### src/design/gp_event_pkg.sv
// Package: register map, field layout and carriers for the event and expander address bank
package gp_event_pkg;

  // ****************************************
  // Sizes
  // ****************************************
  localparam int NUM_PORTS     = 16;
  localparam int NUM_EXPANDERS = 14;
  localparam int ADDR_W        = 7;
  localparam int SLOTS_PER_REG = 4;
  localparam int NUM_ADDR_REGS = 4;
  localparam int PADDR_W       = 12;

  // ****************************************
  // Register offsets
  // ****************************************
  localparam logic [PADDR_W-1:0] EXPANDER_ADDRESS_GROUP0 = 12'h0ad8;
  localparam logic [PADDR_W-1:0] EXPANDER_ADDRESS_GROUP1 = 12'h0adc;
  localparam logic [PADDR_W-1:0] EXPANDER_ADDRESS_GROUP2 = 12'h0ae0;
  localparam logic [PADDR_W-1:0] EXPANDER_ADDRESS_GROUP3 = 12'h0ae4;
  localparam logic [PADDR_W-1:0] GP_EVENT_CONTROL        = 12'h0ae8;
  localparam logic [PADDR_W-1:0] GP_EVENT_STATUS         = 12'h0aec;

  // ****************************************
  // Field layout
  // ****************************************
  localparam int SLOT_STRIDE   = 8;
  localparam int SLOT_LSB      = 1;
  localparam int POLARITY_BIT  = 31;
  // Writable bits of each address register; the last one holds two slots only
  localparam logic [31:0] ADDR_FULL_MASK = 32'hfefe_fefe;
  localparam logic [31:0] ADDR_LAST_MASK = 32'h0000_fefe;
  localparam logic [31:0] CONTROL_MASK   = 32'h8000_ffff;
  localparam logic [31:0] RESET_VALUE    = 32'h0000_0000;

  // ****************************************
  // Carriers
  // ****************************************
  typedef struct packed {
    logic                    psel;
    logic                    penable;
    logic                    pwrite;
    logic [PADDR_W-1:0]      paddr;
    logic [31:0]             pwdata;
  } apb_req_s;

  typedef struct packed {
    logic                    pready;
    logic                    pslverr;
    logic [31:0]             prdata;
  } apb_rsp_s;

  typedef struct packed {
    logic [NUM_PORTS-1:0]    hotplug_intx;
    logic [NUM_PORTS-1:0]    msi;
    logic [NUM_PORTS-1:0]    pme;
  } port_notify_s;

endpackage

### src/design/port_event_lane.sv
// One port's event reroute, status and polarity lane
`timescale 1ns/100ps
`default_nettype none
module port_event_lane
  import gp_event_pkg::*;
(
  // Clock and reset
  input  wire logic sys_clk,
  input  wire logic rst_b,
  // Control
  input  wire logic reroute_enable,
  input  wire logic polarity_invert,
  // Notifications from the port
  input  wire logic hotplug_intx_req,
  input  wire logic msi_req,
  input  wire logic pme_req,
  // Results
  output logic      hotplug_intx_out,
  output logic      msi_out,
  output logic      pme_out,
  output logic      active_status,
  output logic      event_pin
);

  logic pending;
  logic next_status;

  assign pending          = hotplug_intx_req | msi_req | pme_req;
  // Standard paths muted while rerouted
  assign hotplug_intx_out = hotplug_intx_req & ~reroute_enable;
  assign msi_out          = msi_req & ~reroute_enable;
  assign pme_out          = pme_req & ~reroute_enable;
  assign next_status      = reroute_enable & pending;

  always_ff @(posedge sys_clk or negedge rst_b)
  begin
    if (!rst_b)
      active_status <= 1'b0;
    else
      active_status <= next_status;
  end

  // Idle level follows polarity: active low unless inverted
  assign event_pin = polarity_invert ? active_status : ~active_status;

endmodule
`default_nettype wire

### src/design/gp_event_regs.sv
// APB register bank: expander addresses and general purpose event control/status
//
// Decided for this implementation: the APB register port.
`timescale 1ns/100ps
`default_nettype none
module gp_event_regs
  import gp_event_pkg::*;
(
  // Clock and reset
  input  wire logic                   sys_clk,
  input  wire logic                   rst_b,
  // APB slave
  input  wire gp_event_pkg::apb_req_s apb_req,
  output gp_event_pkg::apb_rsp_s      apb_rsp,
  // Port notifications in and standard paths out
  input  wire gp_event_pkg::port_notify_s notify_in,
  output gp_event_pkg::port_notify_s  notify_out,
  // GPIO alternate function for event signals
  output logic [gp_event_pkg::NUM_PORTS-1:0] gpio_alt_event,
  output logic [gp_event_pkg::NUM_PORTS-1:0] gpio_alt_event_oe,
  // Expander addresses to the master SMBus engine
  output logic [gp_event_pkg::NUM_EXPANDERS*gp_event_pkg::ADDR_W-1:0] expander_address
);
  import gp_event_pkg::*;

  // ****************************************
  // Storage
  // ****************************************
  logic [31:0]          addr_reg [NUM_ADDR_REGS];
  logic [NUM_PORTS-1:0] port_event_reroute_enable;
  logic                 event_signal_polarity_invert;
  logic [NUM_PORTS-1:0] port_event_active_status;
  logic [NUM_PORTS-1:0] gp_event_signal;
  logic [31:0]          prdata;

  // ****************************************
  // Decode
  // ****************************************
  wire       access    = apb_req.psel & apb_req.penable;
  wire       wr_en     = access & apb_req.pwrite;
  wire       sel_a0    = apb_req.paddr == EXPANDER_ADDRESS_GROUP0;
  wire       sel_a1    = apb_req.paddr == EXPANDER_ADDRESS_GROUP1;
  wire       sel_a2    = apb_req.paddr == EXPANDER_ADDRESS_GROUP2;
  wire       sel_a3    = apb_req.paddr == EXPANDER_ADDRESS_GROUP3;
  wire       sel_ctl   = apb_req.paddr == GP_EVENT_CONTROL;
  wire       sel_sts   = apb_req.paddr == GP_EVENT_STATUS;
  wire       mapped    = sel_a0 | sel_a1 | sel_a2 | sel_a3 | sel_ctl | sel_sts;
  wire [1:0] addr_idx  = sel_a0 ? 2'd0 : sel_a1 ? 2'd1 : sel_a2 ? 2'd2 : 2'd3;
  wire       addr_hit  = sel_a0 | sel_a1 | sel_a2 | sel_a3;
  wire [31:0] addr_mask = sel_a3 ? ADDR_LAST_MASK : ADDR_FULL_MASK;
  wire [31:0] status_word = {{(32-NUM_PORTS){1'b0}}, port_event_active_status};
  wire [31:0] control_word = {event_signal_polarity_invert, {(31-NUM_PORTS){1'b0}},
                              port_event_reroute_enable};
  wire [31:0] next_rdata;

  // Zero-wait slave; unmapped offsets answer with an error and read zero
  assign apb_rsp.pready  = 1'b1;
  assign apb_rsp.pslverr = access & ~mapped;
  assign apb_rsp.prdata  = prdata;

  assign next_rdata = addr_hit ? (addr_reg[addr_idx] & addr_mask) :
                      sel_ctl  ? control_word :
                      sel_sts  ? status_word : RESET_VALUE;

  // ****************************************
  // Registers
  // ****************************************
  always_ff @(posedge sys_clk or negedge rst_b)
  begin
    if (!rst_b)
    begin
      for (int i = 0; i < NUM_ADDR_REGS; i++)
        addr_reg[i] <= RESET_VALUE;
    end
    else if (wr_en && addr_hit)
      addr_reg[addr_idx] <= apb_req.pwdata & addr_mask;
  end

  // Status register has no write path at all
  always_ff @(posedge sys_clk or negedge rst_b)
  begin
    if (!rst_b)
    begin
      port_event_reroute_enable    <= RESET_VALUE[NUM_PORTS-1:0];
      event_signal_polarity_invert <= 1'b0;
    end
    else if (wr_en && sel_ctl)
    begin
      port_event_reroute_enable    <= apb_req.pwdata[NUM_PORTS-1:0];
      event_signal_polarity_invert <= apb_req.pwdata[POLARITY_BIT];
    end
  end

  // Read data held in flops; combinational mux feeds them during setup
  always_ff @(posedge sys_clk or negedge rst_b)
  begin
    if (!rst_b)
      prdata <= RESET_VALUE;
    else if (apb_req.psel && !apb_req.penable && !apb_req.pwrite)
      prdata <= next_rdata;
  end

  // ****************************************
  // Expander address fan-out
  // ****************************************
  genvar e;
  generate
    for (e = 0; e < NUM_EXPANDERS; e++)
    begin : g_exp
      assign expander_address[e*ADDR_W +: ADDR_W] =
        addr_reg[e / SLOTS_PER_REG][(e % SLOTS_PER_REG)*SLOT_STRIDE + SLOT_LSB +: ADDR_W];
    end
  endgenerate

  // ****************************************
  // Per-port event lanes
  // ****************************************
  genvar p;
  generate
    for (p = 0; p < NUM_PORTS; p++)
    begin : g_port
      port_event_lane u_lane
      (
        .sys_clk          (sys_clk),
        .rst_b            (rst_b),
        .reroute_enable   (port_event_reroute_enable[p]),
        .polarity_invert  (event_signal_polarity_invert),
        .hotplug_intx_req (notify_in.hotplug_intx[p]),
        .msi_req          (notify_in.msi[p]),
        .pme_req          (notify_in.pme[p]),
        .hotplug_intx_out (notify_out.hotplug_intx[p]),
        .msi_out          (notify_out.msi[p]),
        .pme_out          (notify_out.pme[p]),
        .active_status    (port_event_active_status[p]),
        .event_pin        (gp_event_signal[p])
      );
    end
  endgenerate

  // Alternate function drive; GPIO mux picks it when the pin is so configured
  assign gpio_alt_event    = gp_event_signal;
  assign gpio_alt_event_oe = port_event_reroute_enable;
endmodule
`default_nettype wire

### config.mk
export PLATFORM = sky130hd
export DESIGN_NAME = gp_event_regs
export DESIGN_NICKNAME = d
export VERILOG_FILES = /design/src/design/gp_event_pkg.sv /design/src/design/port_event_lane.sv /design/src/design/gp_event_regs.sv
export SDC_FILE = /design/constraint.sdc
export NUM_CORES = 1
export LEC_CHECK = 0
export BUFFER_PORTS_ARGS = -buffer_cell sky130_fd_sc_hd__buf_4
export CORE_MARGIN = 1.5
export CORE_UTILIZATION = 55
export CTS_CLUSTER_DIAMETER = 100
export DETAILED_ROUTE_END_ITERATION = 16
export HOLD_SLACK_MARGIN = 0.03
export PLACE_DENSITY_LB_ADDON = 0.15
export SYNTH_ARGS = -nofsm -noshare
export SYNTH_HDL_FRONTEND = slang
export SYNTH_SLANG_ARGS = --single-unit
### constraint.sdc
create_clock -name sys_clk -period 2.3 [get_ports sys_clk]
set_input_delay 0.115 -clock sys_clk [delete_from_list [all_inputs] [get_ports sys_clk]]
set_output_delay 0.115 -clock sys_clk [all_outputs]
set_load 0.02 [all_outputs]
==> results.yml, run 1 <==
outcome:
  status: "finished, final reports clean"
synth:
  postSynthCellCount: 812
  synth_compound_gate_area_share: 0.106
  synth_top_family_by_area: "multiplexers"
  syn_area_sq_um: 9300
  synthDistinctLibCells: 54
  synth_xor_area_frac: 0.0151
  yosys_warnings: 0
  avgSynthCellArea_sq_um: 11.5
  yosysMostFrequentCell: "buf_4"
  synth-adder-area-share: 0
  synth_area_leaders: "dfrtp_1, buf_4, mux2_2, mux2i_1, nor2b_1"
  synth_top_area_share: 0.433
  synth_commonest_cells: "buf_4, dfrtp_1, mux2_2"
  synth_edf_count: 0
  synth.area.mux_share: 0.187
  ys_ff_latch: 161
  synth_top_area_cell: "dfrtp_1"
  ys.flop_type: "dfrtp_1"
  yosys.area_share.simple: 0.0895
  seq_area_frac_synth: 0.433
  async_flop_share: 1.00
setup_path:
  startpoint_type: "flip-flop"
  startpoint: "event_signal_polarity_invert$_DFFE_PN0P_"
  crit_required_ns: 2.18
  crit_arrival_ns: 1.72
  cp_max_fo: 13
  critPathMaxStageDelay_ns: 0.58
  crit_chain: "buf_4 -> xnor2_1 -> buf_4"
  cp_slowest_cell: "dfrtp_1"
  crit_top_cell: "buf_4"
  crit_type: "flip-flop to output port"
  crit_path_end_kind: "output port"
  timing.rr.start: "expander_address[36]$_DFFE_PN0P_"
clock_network:
  numCtsBuffers: 17
  ctsLongestPathBuffers: 2
  clk_latency_ns: 0.43
  clk_pin_slew_ns: 0.06
  post_cts_buffers: 0
  htreeDepth: 4
  cts_root_buffer: "clkbuf_16"
  clkSinkCount: 161
  cts_tree: "done"
drt:
  dr_wl_met2_microns: 12200
  drtPass1Iterations: 5
  wl_met3_microns: 1690
  wl_met1_microns: 9730
  final_antenna_net_count: 0
  top_layer: "met4"
  drc_errors: 0
  via_per_inst: 5.56
  vias: 6819
  drt-total-wl_microns: 24500
  drt_iter0_drc: 373
  wire_per_inst_microns: 20.0
placed_design:
  dp_hpwl_microns: 17200
  port-buffer-count: 303
  place_area_sq_um: 10600
  gp_congestion: 0.863
global_route:
  grt-ovfl-total: 0
  grt_usage: 0.285
  grt_max_degree: 59
  antenna_found_initial: 0
  grt_pass1_wl_microns: 38700
  grt_pass1_vias: 7384
cells_and_area:
  layout-drive-gt1-share: 0.493
  insertedDiodeCount: 0
  area_growth_pct: 24.9
  finalNetCount: 1091
  finalInstanceArea_sq_um: 11600
floorplan:
  die_area_sq_um: 17700
  die_w_microns: 133
  fp.coreArea_sq_um: 16500
  initial_core_util: 0.563
  ios: 309
  dieHeight_microns: 133
  fp-row-count: 47
sta:
  tightestPinTransition_ns: 0.851
  fin_skew_ns: 0.00498
  slew_headroom: 0.433
  hold_viol_final: 0
  fin_crit_ns: 1.84
  rsz0062_at_grt: "no"
  fin_hold_ws_ns: 0.0966
  tns_ns: 0
  slew_violations: 0
  setup_violations: 0
  min_period_over_period: 0.799
  max_freq_mhz: 544
pwr:
  power_density_nw_per_um2: 527
  ir_drop_mv: 0.540
  p_leak_nw: 5.87
hold_path:
  hp-start: "apb_req[45]"
  hp-class: "primary input to flip-flop"
flow_run:
  maxCapViolCount: 0
==> what timing repair did <==
item / 4_1_cts / 5_1_grt
gates resized for setup: 0 / 0
hold buffers: 50 / 0
setup endpoints to repair: 0 / 0
endpoints found under the hold margin: 144 / 0
==> layout make-up <==
type | instances | area, sq um
fillers | 1243 | 4900
flip-flops and latches | 161 | 4030
multi-input cells | 431 | 3730
repair buffers | 381 | 3030
clock buffers | 25 | 465
well taps | 220 | 275
clock inverters | 6 | 82.6
inverters | 2 | 7.51
==> cell usage in the layout (no fill, tap or decap), types with 2 or more instances in the layout <==
master and instances:
a211oi_1 14, o2111ai_2 2, and3_1 2, o2bb2ai_1 13
a21boi_0 15, a22oi_1 13, dlygate4sd3_1 50, nor4_4 3
xnor2_1 16, buf_4 327, clkbuf_1 7, bufinv_16 2
a22o_1 13, a32o_1 14, nor3_4 3, clkbuf_16 17
mux2_1 6, nor2b_1 48, inv_1 2, nor3_1 14
nand2_1 34, and2_1 3, dfrtp_1 161, conb_1 3
mux2i_1 30, o21ai_0 17, nor2_1 6, clkinv_2 3
o31a_1 16, buf_12 3, mux2_2 122
==> through the flow <==
stage               total power, mW  std cells  utilization  worst slack, ns
finish                         6.12       1226        0.703            0.462
global route                   6.34       1226        0.703            0.371
CTS                            6.15       1226        0.703            0.432
detailed placement             3.45       1145        0.640            0.319
global placement               3.44       1145        0.640            0.404
floorplan                      3.18        813            -            0.530
==> power by group <==
part	switching, mW	internal (mW)	total [mW]
clock network	1.06	1.61	2.67
registers	0.00545	2.84	2.85
logic	0.325	0.280	0.605
total	1.39	4.73	6.12
==> logic make-up after synthesis <==
| logic type | count (synthesis) |
|---|---|
| xor+xnor | 16 |
| compound gates | 124 |
| other cells | 2 |
| flops | 161 |
| simple gates | 130 |
| buf+inv | 221 |
| mux | 158 |
==> layer usage <==
metal	GRT usage	up-vias
met5	0	-
met4	0.126	0
met3	0.0697	65
met2	0.486	313
met1	0.343	3377
li1	-	3064
==> worst max-delay path, delay by kind of cell (launching register included) <==
| kind | cells | cell delay, ns |
|---|---|---|
| flops | 1 | 0.58 |
| xor+xnor | 1 | 0.17 |
| buf+inv | 2 | 0.55 |
==> flip-flops by register name, indices dropped and copies added (netlist names) <==
name / flops
expander_address: 98
g_port.u_lane.active_status: 16
event_signal_polarity_invert: 1
gpio_alt_event_oe: 16
prdata: 30
==> final timing paths <==
path	to	slack (ns)	cells past startpoint
min	prdata[31]$_DFFE_PN0P_	0.1	5
max	gpio_alt_event[12]	0.46	3
min reg2reg	prdata[0]$_DFFE_PN0P_	0.49	2
max reg2reg	prdata[10]$_DFFE_PN0P_	0.86	4
max in group asynchronous	expander_address[15]$_DFFE_PN0P_	1.32	3
min in group asynchronous	expander_address[22]$_DFFE_PN0P_	0.23	2
(Power assumes the default switching activity.)
==> run 2: changes to the inputs <==
--- a/config.mk
+++ b/config.mk
@@ -5,9 +5,10 @@
 export SDC_FILE = /design/constraint.sdc
 export NUM_CORES = 1
 export LEC_CHECK = 0
+export ABC_AREA = 1
 export BUFFER_PORTS_ARGS = -buffer_cell sky130_fd_sc_hd__buf_4
 export CORE_MARGIN = 1.5
-export CORE_UTILIZATION = 55
+export CORE_UTILIZATION = 47
 export CTS_CLUSTER_DIAMETER = 100
 export DETAILED_ROUTE_END_ITERATION = 16
 export HOLD_SLACK_MARGIN = 0.03
==> constraint.sdc (replaced) <==
create_clock -name sys_clk -period 1.55 [get_ports sys_clk]
set_input_delay 0.0775 -clock sys_clk [delete_from_list [all_inputs] [get_ports sys_clk]]
set_output_delay 0.0775 -clock sys_clk [all_outputs]
set_load 0.02 [all_outputs]
==> run 2 against run 1 <==
  * Count of clock-buffer cells in the layout down 5
  * Die area up 18%
  * Critical path depth unchanged
  * Sequential cell count up 8
  * Setup slack lost 0.38 ns
  * Via count up 22%
  * Final cell count is 36% higher
  * Combinational power is 42% higher
  * Largest power group unchanged
  * Highest routed layer unchanged
==> results.yml, run 2 <==
floorplan:
  ios: 309
  die_area_sq_um: 20900
  initial_core_util: 0.482
  fp-row-count: 51
  dieHeight_microns: 145
  die_w_microns: 145
  fp.coreArea_sq_um: 19600
drt:
  via_per_inst: 5.00
  final_antenna_net_count: 0
  drc_errors: 0
  drtPass1Iterations: 5
  wire_per_inst_microns: 16.4
  drt_iter0_drc: 539
  vias: 8328
  drt-total-wl_microns: 27300
synth:
  synth_top_area_cell: "dfrtp_1"
  synth_edf_count: 0
  syn_area_sq_um: 9430
  synth_area_leaders: "dfrtp_1, buf_4, nand2_1, o21ai_1, nand4_1"
  postSynthCellCount: 1193
  yosysMostFrequentCell: "nand2_1"
  synth_top_area_share: 0.448
  ys.flop_type: "dfrtp_1"
  ys_ff_latch: 169
  avgSynthCellArea_sq_um: 7.91
  yosys_warnings: 0
  synth_commonest_cells: "nand2_1, buf_4, dfrtp_1"
  async_flop_share: 1.00
  synthDistinctLibCells: 27
  seq_area_frac_synth: 0.448
clock_network:
  clk_pin_slew_ns: 0.07
  cts_root_buffer: "clkbuf_16"
  clkSinkCount: 169
  post_cts_buffers: 0
  clk_latency_ns: 0.44
  htreeDepth: 4
  numCtsBuffers: 17
  cts_tree: "done"
  ctsLongestPathBuffers: 2
sta:
  rsz0062_at_grt: "no"
  max_freq_mhz: 682
  min_period_over_period: 0.946
  setup_violations: 0
  tightestPinTransition_ns: 0.697
  fin_crit_ns: 1.47
  slew_headroom: 0.533
  slew_violations: 0
  hold_viol_final: 0
  fin_skew_ns: 0.0138
global_route:
  grt_usage: 0.264
  antenna_found_initial: 0
  grt_max_degree: 56
  grt-ovfl-total: 0
  grt_pass1_vias: 7806
  grt_pass1_wl_microns: 41900
cells_and_area:
  layout_commonest_cell: "buf_4"
  final_core_util: 0.621
  area_growth_pct: 28.9
  multi_input_area_sq_um: 3160
  fill_cells: 1786
  layout-drive-gt1-share: 0.301
  insertedDiodeCount: 0
  finalNetCount: 1483
  final_cell_mix: "buf_4, nand2_1, dfrtp_1"
  fin_cells: 1664
  finalInstanceArea_sq_um: 12200
  regArea_sq_um: 4230
  largest_register_ffs: 98
setup_path:
  crit_type: "flip-flop to output port"
  worstReg2RegEnd: "g_port[15].u_lane.active_status$_DFF_PN0_"
  timing.rr.start: "gpio_alt_event_oe[15]$_DFFE_PN0P_"
  cp_slowest_cell: "dfrtp_1"
  critPathMaxStageDelay_ns: 0.40
  r2r_slack_ns: 0.22
  rr_worst_depth: 3
  cp_max_fo: 17
  crit_chain: "buf_8 -> xnor2_1 -> buf_4"
  crit_required_ns: 1.47
  endpoint: "gpio_alt_event[13]"
  crit_path_end_kind: "output port"
  crit_arrival_ns: 1.39
  startpoint_type: "flip-flop"
  startpoint: "event_signal_polarity_invert$_DFFE_PN0P_"
pwr:
  power_density_nw_per_um2: 790
  ir_drop_mv: 0.763
  p_leak_nw: 6.37
flow_run:
  maxCapViolCount: 0
placed_design:
  place_area_sq_um: 10900
  placed_cells: 1569
  dp_hpwl_microns: 19400
  gp_congestion: 0.881
  port-buffer-count: 303
outcome:
  status: "finished, final reports clean"
hold_path:
  hp-class: "primary input to flip-flop"
[run 2: cell types whose count changed after synthesis, moves of 30 or more]
cell     change
nand2_1    +273
nor2b_1     -48
nand4_1     +65
nand3_1     +53
inv_1       +87
o21ai_1    +111
mux2i_1     -30
mux2_2     -119
nor2_1      +65
[run 2: worst max-delay path, delay by kind of cell, from the launching register on]
| kind | cells | cell delay (ns) |
|---|---|---|
| flops | 1 | 0.40 |
| buf+inv | 2 | 0.39 |
| xor+xnor | 1 | 0.15 |
[run 2: worst min path at each step]
stage | endpoint | slack, ns | start | cells after the start
after global routing | prdata[0]$_DFFE_PN0P_ | 0.13 | apb_req[45] | 5
after detailed placement | expander_address[55]$_DFFE_PN0P_ | 0.1 | rst_b | 1
after floorplan | addr_reg[18]$_DFFE_PN0P_ | -0.22 | rst_b | 0
final | prdata[0]$_DFFE_PN0P_ | 0.12 | apb_req[45] | 5
after CTS | prdata[0]$_DFFE_PN0P_ | 0.10 | apb_req[45] | 5
after global placement | expander_address[55]$_DFFE_PN0P_ | 0.09 | rst_b | 1
[run 2: repair_timing]
action	4_1_cts	5_1_grt
setup endpoints to repair	16	1
endpoints found under the hold margin	176	0
hold buffers	63	0
gates cloned	0	0
gates resized for setup	1	1
[run 2: power by group]
group / switching, mW / internal [mW]
clock network: 1.85 / 2.48
logic: 0.472 / 0.390
registers: 0.00362 / 4.41
[run 2: metal layers]
metal | wire (microns) | part of all wire | GRT usage
met2 | 13300 | 0.49 | 0.438
met3 | 1730 | 0.063 | 0.0477
met1 | 11700 | 0.43 | 0.352
met4 | 523 | 0.019 | 0.0851
met5 | 0 | 0 | 0
[run 2: cell type report]
type | count | area share
flip-flops and latches | 169 | 0.348
inverters | 108 | 0.0333
repair buffers | 414 | 0.283
well taps | 265 | 0.0273
multi-input cells | 676 | 0.260
clock buffers | 20 | 0.0376
clock inverters | 12 | 0.0115
[run 2: metrics by stage]
stage	power, mW	hold slack (ns)	setup slack, ns	setup TNS [ns]
after floorplan	4.88	-0.218	0.119	0
after global placement	5.26	0.0939	-0.0264	-0.157
after detailed placement	5.27	0.0962	-0.102	-0.694
after CTS	9.66	0.101	0.0368	0
after global routing	9.92	0.134	0.0109	0
final	9.61	0.115	0.0836	0
[run 2: cell families (layout without fill, tap and decap cells)]
logic type      count (synthesis)  in the layout  share of synthesized area
other cells                     2              3                   0.000796
buf+inv                       349            554                      0.220
mux                             3              3                    0.00358
simple gates                  508            508                      0.233
flops                         169            169                      0.448
xor+xnor                       16             16                     0.0149
compound gates                146            146                     0.0801
